[config.mk]
export PLATFORM = sky130hd
export DESIGN_NAME = remote_channel_comp_and_limit_regs
export DESIGN_NICKNAME = d
export VERILOG_FILES = /design/src/rtl/remote_comp_limit_pkg.sv /design/src/rtl/remote_channel_comp_and_limit_regs.sv
export VERILOG_INCLUDE_DIRS = /design/src /design/src/rtl
export SDC_FILE = /design/constraint.sdc
export NUM_CORES = 1
export LEC_CHECK = 0
export BUFFER_PORTS_ARGS = -buffer_cell sky130_fd_sc_hd__buf_4
export CELL_PAD_IN_SITES_DETAIL_PLACEMENT = 2
export CELL_PAD_IN_SITES_GLOBAL_PLACEMENT = 2
export CORE_UTILIZATION = 34
export CTS_CLUSTER_SIZE = 14
export DETAILED_ROUTE_END_ITERATION = 10
export HOLD_SLACK_MARGIN = 0.06
export PLACE_DENSITY = 0.92
export SYNTH_ARGS = -nofsm -noshare
export SYNTH_HDL_FRONTEND = slang
export SYNTH_SLANG_ARGS = --single-unit
[constraint.sdc]
create_clock -name mclk -period 2.85 [get_ports mclk]
set_input_delay 0.57 -clock mclk [delete_from_list [all_inputs] [get_ports mclk]]
set_output_delay 0.57 -clock mclk [all_outputs]
set_load 0.02 [all_outputs]
[src/rtl/remote_comp_limit_regs.svh]
// Register offsets, field positions and reset values for the compensation and limit bank.
// Assumes an 8-bit register address from the serial interface command byte.
`ifndef REMOTE_COMP_LIMIT_REGS_SVH
`define REMOTE_COMP_LIMIT_REGS_SVH

`define OFS_NOISE_FILTER_ENABLE      8'h18
`define OFS_BETA_COMP_ENABLE         8'h19
`define OFS_BETA_READBACK_CH1        8'h1A
`define OFS_BETA_READBACK_CH2        8'h1B
`define OFS_BETA_READBACK_CH3        8'h1C
`define OFS_LOCAL_HIGH_LIMIT_UPPER   8'h20
`define OFS_LOCAL_HIGH_LIMIT_LOWER   8'h21
`define OFS_REMOTE1_HIGH_LIMIT_UPPER 8'h22
`define OFS_REMOTE1_HIGH_LIMIT_LOWER 8'h23

`define RST_CHANNEL_ENABLE           3'h0
`define RST_BETA_READBACK            4'h0
`define RST_LIMIT_UPPER              8'h7F
`define RST_LIMIT_LOWER              4'h0

`define CH_ENABLE_LSB                1
`define CH_ENABLE_MSB                3
`define LOWER_FRAC_LSB               4

`define RESULT_CEIL_NORMAL           16'h7FF0
`define RESULT_CEIL_EXTENDED         16'hBFF0

`endif

[src/rtl/remote_comp_limit_pkg.sv]
// Types shared by the compensation and limit bank.
// Assumes the bank header is available alongside.
package remote_comp_limit_pkg;
	typedef logic [7:0]  reg_byte_t;
	typedef logic [15:0] temp_word_t;
	typedef logic [3:0]  beta_code_t;
endpackage : remote_comp_limit_pkg

[src/rtl/remote_channel_comp_and_limit_regs.sv]
// Register bank: remote noise-filter and beta enables, beta readbacks, local/remote-1 high limits.
// Assumes the serial interface decodes bytes into one-cycle reg_wr/reg_rd strobes on mclk.
//
// Contract
// - Per-channel noise filter enables, bits 1-3, reset clear.
// - Per-channel beta compensation enables, bits 1-3, off.
// - Channel 1 beta code read-only, bits 3:0.
// - Channels 2,3 beta codes read-only, separate registers.
// - Beta readback upper nibble reserved, reads zero.
// - Local high upper byte signed, resets 7Fh.
// - Local high lower byte fraction, low nibble zero.
// - Remote 1 high limit pair, same layout.
// - Format change never rewrites stored limits.
// - Extended range selects the reportable ceiling.
// - High flag set when temperature exceeds limit.
`timescale 1ns/10ps
`include "remote_comp_limit_regs.svh"

module remote_channel_comp_and_limit_regs
	import remote_comp_limit_pkg::*;
#(
	parameter int NUM_REMOTE = 3
)
(
	input  wire logic       mclk,
	input  wire logic       rst_n,
	input  wire logic [7:0] reg_addr,
	input  wire logic [7:0] reg_wdata,
	input  wire logic       reg_wr,
	input  wire logic       reg_rd,
	output      logic [7:0] reg_rdata,
	output      logic       reg_rvalid,
	input  wire logic       extended_range_select,
	input  wire logic [11:0] beta_code_in,
	input  wire logic [2:0] beta_code_valid,
	input  wire logic [15:0] local_temp,
	input  wire logic [15:0] remote1_temp,
	input  wire logic       result_valid,
	output      logic [2:0] noise_filter_on,
	output      logic [2:0] beta_comp_on,
	output      logic [15:0] temp_ceiling,
	output      logic       local_high_flag,
	output      logic       remote1_high_flag
);

	// ==========================================
	// Storage
	// ==========================================
	logic [2:0] noise_filter_enable;
	logic [2:0] beta_comp_enable;
	beta_code_t beta_readback [NUM_REMOTE];
	reg_byte_t  local_high_limit_upper;
	logic [3:0] local_high_limit_lower;
	reg_byte_t  remote1_high_limit_upper;
	logic [3:0] remote1_high_limit_lower;
	temp_word_t local_limit_word;
	temp_word_t remote1_limit_word;
	reg_byte_t  next_rdata;
	logic       local_over;
	logic       remote1_over;

	// ==========================================
	// Enable registers
	// ==========================================
	// Bit 0 and bits 7:4 are reserved, so only bits 3:1 are kept
	always_ff @(posedge mclk)
	begin
		if (!rst_n)
		begin
			noise_filter_enable <= `RST_CHANNEL_ENABLE;
			beta_comp_enable    <= `RST_CHANNEL_ENABLE;
		end
		else if (reg_wr)
		begin
			if (reg_addr == `OFS_NOISE_FILTER_ENABLE)
				noise_filter_enable <= reg_wdata[`CH_ENABLE_MSB:`CH_ENABLE_LSB];
			if (reg_addr == `OFS_BETA_COMP_ENABLE)
				beta_comp_enable <= reg_wdata[`CH_ENABLE_MSB:`CH_ENABLE_LSB];
		end
	end

	always_ff @(posedge mclk)
	begin
		if (!rst_n)
		begin
			noise_filter_on <= 3'h0;
			beta_comp_on    <= 3'h0;
		end
		else
		begin
			noise_filter_on <= noise_filter_enable;
			beta_comp_on    <= beta_comp_enable;
		end
	end

	// ==========================================
	// Beta readbacks, loaded by the compensation engine only
	// ==========================================
	genvar ch;
	generate
		for (ch = 0; ch < NUM_REMOTE; ch++)
		begin : g_beta
			always_ff @(posedge mclk)
			begin
				if (!rst_n)
					beta_readback[ch] <= `RST_BETA_READBACK;
				else if (beta_code_valid[ch])
					beta_readback[ch] <= beta_code_in[ch*4 +: 4];
			end
		end
	endgenerate

	// ==========================================
	// High limits
	// ==========================================
	// Stored as written; the format bit is deliberately not looked at here
	// Low nibble of each lower byte is not stored and always reads zero
	always_ff @(posedge mclk)
	begin
		if (!rst_n)
		begin
			local_high_limit_upper   <= `RST_LIMIT_UPPER;
			local_high_limit_lower   <= `RST_LIMIT_LOWER;
			remote1_high_limit_upper <= `RST_LIMIT_UPPER;
			remote1_high_limit_lower <= `RST_LIMIT_LOWER;
		end
		else if (reg_wr)
		begin
			case (reg_addr)
				`OFS_LOCAL_HIGH_LIMIT_UPPER:   local_high_limit_upper <= reg_wdata;
				`OFS_LOCAL_HIGH_LIMIT_LOWER:
					local_high_limit_lower <= reg_wdata[7:`LOWER_FRAC_LSB];
				`OFS_REMOTE1_HIGH_LIMIT_UPPER: remote1_high_limit_upper <= reg_wdata;
				`OFS_REMOTE1_HIGH_LIMIT_LOWER:
					remote1_high_limit_lower <= reg_wdata[7:`LOWER_FRAC_LSB];
				default: ;
			endcase
		end
	end

	// ==========================================
	// Comparison against conversion results
	// ==========================================
	// Encoding of extended values is the host's job; compare raw words
	assign local_limit_word   = {local_high_limit_upper, local_high_limit_lower, 4'h0};
	assign remote1_limit_word = {remote1_high_limit_upper, remote1_high_limit_lower, 4'h0};
	// Strictly greater: a result equal to its limit leaves the flag clear
	assign local_over         = $signed(local_temp) > $signed(local_limit_word);
	assign remote1_over       = $signed(remote1_temp) > $signed(remote1_limit_word);

	// ==========================================
	// Status flags
	// ==========================================
	// Level results of the latest compare, not sticky
	always_ff @(posedge mclk)
	begin
		if (!rst_n)
			local_high_flag <= 1'b0;
		else if (result_valid)
			local_high_flag <= local_over;
	end

	always_ff @(posedge mclk)
	begin
		if (!rst_n)
			remote1_high_flag <= 1'b0;
		else if (result_valid)
			remote1_high_flag <= remote1_over;
	end

	// ==========================================
	// Range ceiling
	// ==========================================
	// The format bit only moves this ceiling; stored limits keep their codes
	always_ff @(posedge mclk)
	begin
		if (!rst_n)
			temp_ceiling <= `RESULT_CEIL_NORMAL;
		else
			temp_ceiling <= extended_range_select ? `RESULT_CEIL_EXTENDED
			                                      : `RESULT_CEIL_NORMAL;
	end

	// ==========================================
	// Read port
	// ==========================================
	// Reserved and unmapped bits read as zero
	always_comb
	begin
		next_rdata = 8'h00;
		case (reg_addr)
			`OFS_NOISE_FILTER_ENABLE:      next_rdata = {4'h0, noise_filter_enable, 1'b0};
			`OFS_BETA_COMP_ENABLE:         next_rdata = {4'h0, beta_comp_enable, 1'b0};
			`OFS_BETA_READBACK_CH1:        next_rdata = {4'h0, beta_readback[0]};
			`OFS_BETA_READBACK_CH2:        next_rdata = {4'h0, beta_readback[1]};
			`OFS_BETA_READBACK_CH3:        next_rdata = {4'h0, beta_readback[2]};
			`OFS_LOCAL_HIGH_LIMIT_UPPER:   next_rdata = local_high_limit_upper;
			`OFS_LOCAL_HIGH_LIMIT_LOWER:   next_rdata = {local_high_limit_lower, 4'h0};
			`OFS_REMOTE1_HIGH_LIMIT_UPPER: next_rdata = remote1_high_limit_upper;
			`OFS_REMOTE1_HIGH_LIMIT_LOWER: next_rdata = {remote1_high_limit_lower, 4'h0};
			default:                       next_rdata = 8'h00;
		endcase
	end

	// Answer strobe: one cycle, right after the read strobe
	always_ff @(posedge mclk)
	begin
		if (!rst_n)
			reg_rvalid <= 1'b0;
		else
			reg_rvalid <= reg_rd;
	end

	// Data is held until the next read, so a slow host can still fetch it
	always_ff @(posedge mclk)
	begin
		if (!rst_n)
			reg_rdata <= 8'h00;
		else if (reg_rd)
			reg_rdata <= next_rdata;
	end

endmodule : remote_channel_comp_and_limit_regs

Word level (Yosys, flattened, before mapping)
Memories as Yosys holds them, arrays and structs flattened. Cells that the tools add are included.

Memories: 1. Register bits: 63. Output and inout bits: 33. RAM bits: 12. Logic and storage cells: 49.

$lt $le $gt $ge: 2. Reduce and logical (&&, ||, !) cells: 6. Eq/ne operators: 9. Bitwise gates (word level): 3. Multiplexer cells: 15.

Memories: beta_readback (words 3, bits a word 4, read ports 3, clocked after Yosys merged registers in 0, wr ports 3, RTL line remote_channel_comp_and_limit_regs.sv:51) `beta_code_t beta_readback [NUM_REMOTE];`.

Operators by type and width (number): $pmux W8 S9 (1); $eq A8 B5 Y1 const B (5); $eq A8 B6 Y1 const B (4); $gt A16 B16 Y1 (2); $mux W16 (1); $mux W4 (3); $reduce_and A2 Y1 (6); $mux W1 (10); $or A1 B1 Y1 (3).

Logic depth before layout (Yosys ltp)
Gate-level depths: netlist of run 1.

Depth after elaboration: 4. Depth in mapped cells: 7. Mapped depth without buffers: 7.

Worst setup path after synthesis of run 1
Ideal clock, no wire load.

Path type: in2reg. Start point: input remote1_temp[13]. End point: register remote1_high_flag. Arrival: 1.722 ns. Stages: 6. Slack: 1.011 ns. Cells stage by stage: ha_1 > nand4_1 > nor2_1 > a311oi_1 > nand4_1 > a32o_1.

Longest elaborated chain between the ends: 1.

RTL lines: from (decl) (RTL line remote_channel_comp_and_limit_regs.sv:37) `input wire logic [15:0] remote1_temp,`; $gt A16 B16 Y1 (RTL line remote_channel_comp_and_limit_regs.sv:149) `assign remote1_over = $signed(remote1_temp) > $signed(remote1_limit_word);`; to (signal assigned) (RTL line remote_channel_comp_and_limit_regs.sv:168) `remote1_high_flag <= remote1_over;`; to (decl) (RTL line remote_channel_comp_and_limit_regs.sv:43) `output logic remote1_high_flag`.

Every way passes these cells. A chain may end at the register's enable or synchronous reset.

Final worst setup path of run 1
Start point: register remote1_high_limit_upper[3]. End point: register remote1_high_flag.

Longest elaborated chain between the ends: 1.

RTL lines: from (decl) (RTL line remote_channel_comp_and_limit_regs.sv:54) `reg_byte_t remote1_high_limit_upper;`; from (signal assigned) (RTL line remote_channel_comp_and_limit_regs.sv:124) `` remote1_high_limit_upper <= `RST_LIMIT_UPPER; ``; from (signal assigned) (RTL line remote_channel_comp_and_limit_regs.sv:133) `` `OFS_REMOTE1_HIGH_LIMIT_UPPER: remote1_high_limit_upper <= reg_wdata; ``; $gt A16 B16 Y1 (RTL line remote_channel_comp_and_limit_regs.sv:149).

Every way passes these cells.

==> reports/results.tsv, run 1 <==
metric	value	unit
mux share of post-synthesis cell area	13.32	%
Worst Path Arrival	2190	ps
antenna violations before repair	0	
number of port buffers	87	
startpoint types	flip-flop	
period utilization	68.10	%
Max Cap Viol	0	
WHS Path Cells	2	
Peak VDD IR	0.0003284	V
synth warn	0	
Most used DFF post-synth	dfxtp_1	
Max Fclk	0.5153	GHz
# setup viols final	0	
XOR/XNOR share of the synthesized area	0	%
Mapped Cells	329	
routed len/inst	21.33	um
Vias/cell	5.150	
required time of the worst setup path	3100	ps
Fin. Hold Viols	0	
final WL	11.52	mm
cell accounting for the most synthesized area	dfxtp_1	
CP Max Fanout	3	
top-count cell post-synth	dfxtp_1	
antenna cell count	0	
total number of vias	2781	
Post-synth top cells	dfxtp_1, mux2i_1, inv_1	
Post-Synthesis Mean Instance Area	10.25	sq um
max incr delay on CP	370	ps
DRT Pass-1 Iters	6	
fin crit period	1941	ps
largest family of logic cells by synthesized area	simple AND/OR/NAND/NOR gates	
Filler cells	1028	
Worst Path Buf+Inv	1	
register area	1341	sq um
Synth Area in Compound Gates	9.314	%
skew final	16.42	ps
R2R Setup Slk	910	ps
reg2reg end	remote1_high_flag	
CTS Hold Bufs	0	
Multi-input gate area	1787	sq um
Worst setup EP type	flip-flop	
CP top delay family	compound AO/OA/AOI/OAI gates	
layout cells sized above 1	28.95	%
clock-pin transition on the worst setup and hold timing paths	90	ps
number of synthesized register bits	61	
Synth Area in Adders	8.905	%
CTS Buf Count	9	
Post-Syn Area	3372	sq um
CP Class	flip-flop to flip-flop	
clk root buf	clkbuf_8	
grt ovf	0	
status	completed	
Distinct cells, synth	46	
core area	9415	sq um
Hold Path End	temp_ceiling[14]	
Die ar.	10320	sq um
Sink Count	61	
max-slew violations	0	
Simple-Gate Fraction of Synth Area	19.89	%
EDFF count, synth	12	
PwrDens	471.7	nW/um^2
Clock Tree Buf Depth	2	
DRC	0	
GPL Wtd Cong	0.7148	
static leakage	2.091	nW
first-pass GRT wire length	17.93	mm
share of the synthesized area in the top cell type	29.09	%
Post-synth ARST share	0	%
synth top area cells	dfxtp_1, edfxtp_1, ha_1	
Final TNS setup	0	ps
Skew-Pair Late Insertion Delay	370	ps
vias in the first global route	3203	
Initial Utilization	35.81	%
critical path cell sequence	inv_1, ha_1, a21oi_1, nor2_1, a311oi_1, nand4_1, a32o_1	
R2R depth	7	
Hold Crit Class	input pin to flip-flop	
NumNets Final	499	
utilization after layout	45.04	%
Die H	101.6	um
Initial DRC Count	148	
worst hold path startpoint	extended_range_select	
Area growth, synth to finish	25.75	%
Worst-Margin Slew	675.0	ps
Crit Reg-Reg Startpoint	remote1_high_limit_upper[3]	
RSZ-0062 raised after global routing	false	
sequential element share of the synthesized area	39.78	%
crit path from	remote1_high_limit_upper[3]	
CP max-delay cell	dfxtp_1	
largest net degree at the start of global routing	64	
CTS tree	done	
Die X	101.6	um
CTS H-tree lvls	3	
# Post-CTS Setup Buffers	0	
relative slew slack	54.85	%
post-route antenna net violation count	0	
post-cts sizing count	0	
HPWL Detailed	8.076	mm
Std-Cell Rows	35	
Ports	102	
Overall Global Routing Usage	23.84	%
-- sequential cells by signal, summed over array words and instances, names as in the netlist --
| signal | count |
|---|---|
| remote1_high_limit_lower | 4 |
| beta_readback | 12 |
| noise_filter_on | 3 |
| remote1_high_flag | 1 |
| temp_ceiling | 2 |
| beta_comp_enable | 3 |
| reg_rdata | 8 |
| local_high_limit_upper | 8 |
| beta_comp_on | 3 |
| local_high_limit_lower | 4 |
| local_high_flag | 1 |
| reg_rvalid | 1 |
| noise_filter_enable | 3 |
| remote1_high_limit_upper | 8 |
-- layout make-up --
| class | instances | share of cell area, % |
|---|---|---|
| Tap cell | 129 | 3.806 |
| Inverter | 25 | 2.213 |
| Clock buffer | 9 | 2.921 |
| Timing Repair Buffer | 87 | 15.40 |
| Clock inverter | 7 | 1.888 |
| Multi-Input combinational cell | 222 | 42.14 |
| Sequential cell | 61 | 31.63 |
-- worst max path at each step --
stage | end | depth (start not counted) | slack, ps
floorplan | remote1_high_flag | 6 | 1010
global placement | remote1_high_flag | 7 | 800
detailed placement | remote1_high_limit_upper[7] | 6 | 670
CTS | remote1_high_flag | 7 | 920
global route | remote1_high_flag | 7 | 770
finish | remote1_high_flag | 7 | 910
-- metrics by stage --
stage | cell area [sq um] | std cells | setup WS [ps] | total power [mW] | hold slack [ps]
after global routing | 4240 | 540 | 773.3 | 2.067 | 406.2
after CTS | 4240 | 540 | 919.4 | 2.014 | 380.8
final | 4240 | 540 | 909.2 | 2.000 | 390.0
after detailed placement | 4036 | 524 | 670.6 | 1.173 | 483.0
after floorplan | 3417 | 341 | 1011 | 1.063 | 446.9
after global placement | 4036 | 524 | 797.8 | 1.157 | 466.5
-- worst register-to-register path: stages, from the launching register on --
cell and delay, ps:
dfxtp_1 370, inv_1 90, ha_1 330, a21oi_1 200, nor2_1 70, a311oi_1 360
nand4_1 140, a32o_1 270
-- cells by family after synthesis --
family | Yosys count
buffers and inverters | 58
adder cells (fa/ha/maj) | 24
flip-flops | 61
multiplexers | 36
other | 2
AND/OR/NAND/NOR | 104
AO/OA/AOI/OAI | 44
-- power by group --
part | internal (mW) | switching, mW | total, mW
clock network | 0.414 | 0.426 | 0.840
logic | 0.118 | 0.130 | 0.248
registers | 0.901 | 0.0107 | 0.912
-- metal layers --
metal | GRT usage (%) | share of wire [%] | up-vias
met5 | 0 | 0 | -
li1 | - | - | 1294
met4 | 13.60 | 4.4 | 0
met1 | 26.28 | 39 | 1362
met3 | 4.348 | 4.5 | 30
met2 | 42.93 | 52 | 95
-- layout by cell type, fill, tap and decap left out, types with 4 or more instances in the layout --
cell type / netlist / routed
inv_1: 25 / 25
a31oi_1: 4 / 4
a21boi_0: 4 / 4
ha_1: 24 / 24
and3_1: 12 / 12
clkbuf_8: 0 / 9
o211ai_1: 9 / 9
nand2_1: 20 / 20
nor2_1: 4 / 4
mux2i_1: 28 / 28
nand4_1: 6 / 6
edfxtp_1: 12 / 12
nand2b_1: 8 / 8
conb_1: 2 / 14
buf_4: 15 / 87
dfxtp_1: 49 / 49
nor2b_1: 24 / 24
a21o_1: 4 / 4
mux4_2: 7 / 7
nand3_1: 5 / 5
and2_1: 7 / 7
a21oi_1: 9 / 9
No activity file was read; power rests on OpenSTA's default activity.
==> run 2, diff against run 1 <==
- CORE_UTILIZATION: 34 -> 31
- PLACE_DENSITY: 0.92 -> 0.85
- clock period: 2.85 -> 1.84 ns (I/O delays scaled with it)
==> reports/results.tsv, run 2 (same netlist as run 1, synthesis figures left out) <==
metric	value	unit	change
max-slew violations	0		unchanged
Area growth, synth to finish	33.99	%	
Initial DRC Count	83		-44%
Max Fclk	0.5586	GHz	+8.4%
layout cells sized above 1	39.72	%	+11 points
HPWL Detailed	8.496	mm	+5.2%
Std-Cell Rows	37		+5.7%
CP Class	flip-flop to flip-flop		
Die H	106.3	um	+4.6%
worst slack at placement	-98.30	ps	-768.9 ps
fin crit period	1790	ps	-150.7 ps
Die ar.	11300	sq um	+9.5%
skew final	9.567	ps	-6.849 ps
Initial Utilization	32.37	%	-3.4 points
Final TNS setup	0	ps	unchanged
vias in the first global route	3248		+1.4%
Vias/cell	5.007		-2.8%
required time of the worst setup path	2080	ps	-1020 ps
CTS Buf Count	9		unchanged
antenna cell count	0		unchanged
Max Cap Viol	0		unchanged
CP Max Fanout	4		+1
largest net degree at the start of global routing	32		-50%
routed len/inst	19.85	um	-6.9%
final WL	11.19	mm	-2.8%
Ports	102		unchanged
Overall Global Routing Usage	20.39	%	-3.5 points
Worst Path Arrival	2030	ps	-160 ps
Fin. Hold Viols	0		unchanged
Largest Register	beta_readback		
Final Hold Slack	208.3	ps	-181.7 ps
post-route antenna net violation count	0		unchanged
period utilization	97.29	%	+29 points
DRT Pass-1 Iters	6		unchanged
Filler cells	1100		+7.0%
NumNets Final	516		+3.4%
first-pass GRT wire length	17.33	mm	-3.3%
grt ovf	0		unchanged
antenna violations before repair	0		unchanged
commonest non-fill, non-tap cells in the layout	buf_4, dfxtp_1, mux2i_1		
GPL Wtd Cong	0.7570		+5.9%
clk root buf	clkbuf_8		
core area	10420	sq um	+11%
Peak VDD IR	0.0004038	V	+23%
CTS tree	done		
Clock Tree Buf Depth	2		unchanged
static leakage	2.181	nW	+4.3%
# setup viols final	0		unchanged
clock-pin transition on the worst setup and hold timing paths	70	ps	-20 ps
fin worst setup slack	49.93	ps	-859.3 ps
CTS H-tree lvls	3		unchanged
Sink Count	61		unchanged
DRC	0		unchanged
startpoint types	flip-flop		
number of port buffers	87		unchanged
Die X	106.3	um	+4.6%
CTS Hold Bufs	0		unchanged
Hold Crit Class	input pin to flip-flop		
most common cell after layout, fill and taps aside	buf_4		
status	completed		
Skew-Pair Late Insertion Delay	350	ps	-20 ps
Worst setup EP type	flip-flop		
total number of vias	2824		+1.5%
PwrDens	649.9	nW/um^2	+38%
max reg flops	12		unchanged
-- run 2: final timing paths --
| path | startpoint | end | slack (ps) | depth (start not counted) |
|---|---|---|---|---|
| max | remote1_high_limit_upper[4] | remote1_high_flag | 50 | 7 |
| max reg2reg | remote1_high_limit_upper[4] | remote1_high_flag | 50 | 7 |
| min | extended_range_select | temp_ceiling[14] | 210 | 2 |
| min reg2reg | reg_rdata[7] | reg_rdata[7] | 490 | 2 |
-- run 2: metal layers --
| layer | vias to the layer above | global-route usage [%] | part of all wire [%] |
|---|---|---|---|
| met3 | 20 | 2.759 | 3.0 |
| met5 | - | 0 | 0 |
| li1 | 1329 | - | - |
| met1 | 1402 | 23.70 | 41 |
| met4 | 0 | 10.02 | 2.5 |
| met2 | 73 | 36.55 | 54 |
-- run 2: stage by stage --
step / total power [mW] / utilization, % / std cells / area, sq um
after floorplan: 1.646 / - / 341 / 3417
after global placement: 1.804 / 39.48 / 540 / 4113
after detailed placement: 1.827 / 39.48 / 540 / 4113
after CTS: 2.941 / 41.29 / 556 / 4300
after global routing: 3.049 / 43.38 / 564 / 4518
final: 2.936 / 43.38 / 564 / 4518
-- run 2: power by group --
group | internal (mW) | switching, mW | total (mW)
Combinational | 0.204 | 0.210 | 0.414
Clock | 0.556 | 0.554 | 1.11
Sequential | 1.40 | 0.0163 | 1.41
-- run 2: area by class of cell --
class | instances | area (sq um) | area share, %
Timing Repair Buffer | 104 | 780.7 | 17.28
Clock buffer | 12 | 155.1 | 3.434
Clock inverter | 4 | 22.52 | 0.4985
Tap cell | 136 | 170.2 | 3.766
Multi-Input combinational cell | 222 | 1937 | 42.87
Inverter | 25 | 93.84 | 2.077
Sequential cell | 61 | 1359 | 30.07
-- run 2: worst max-delay path: stages, from the launching register on --
cell and delay [ps]:
dfxtp_2 340, inv_1 60, ha_1 280, nand4_1 230
buf_4 230, nor4_4 250, nor2_1 60, a32o_1 230
-- run 2: repair_timing --
item,in CTS,in global routing
gates resized for setup,2,34
pin swaps,0,12
setup endpoints to repair,1,2
setup buffers,0,8
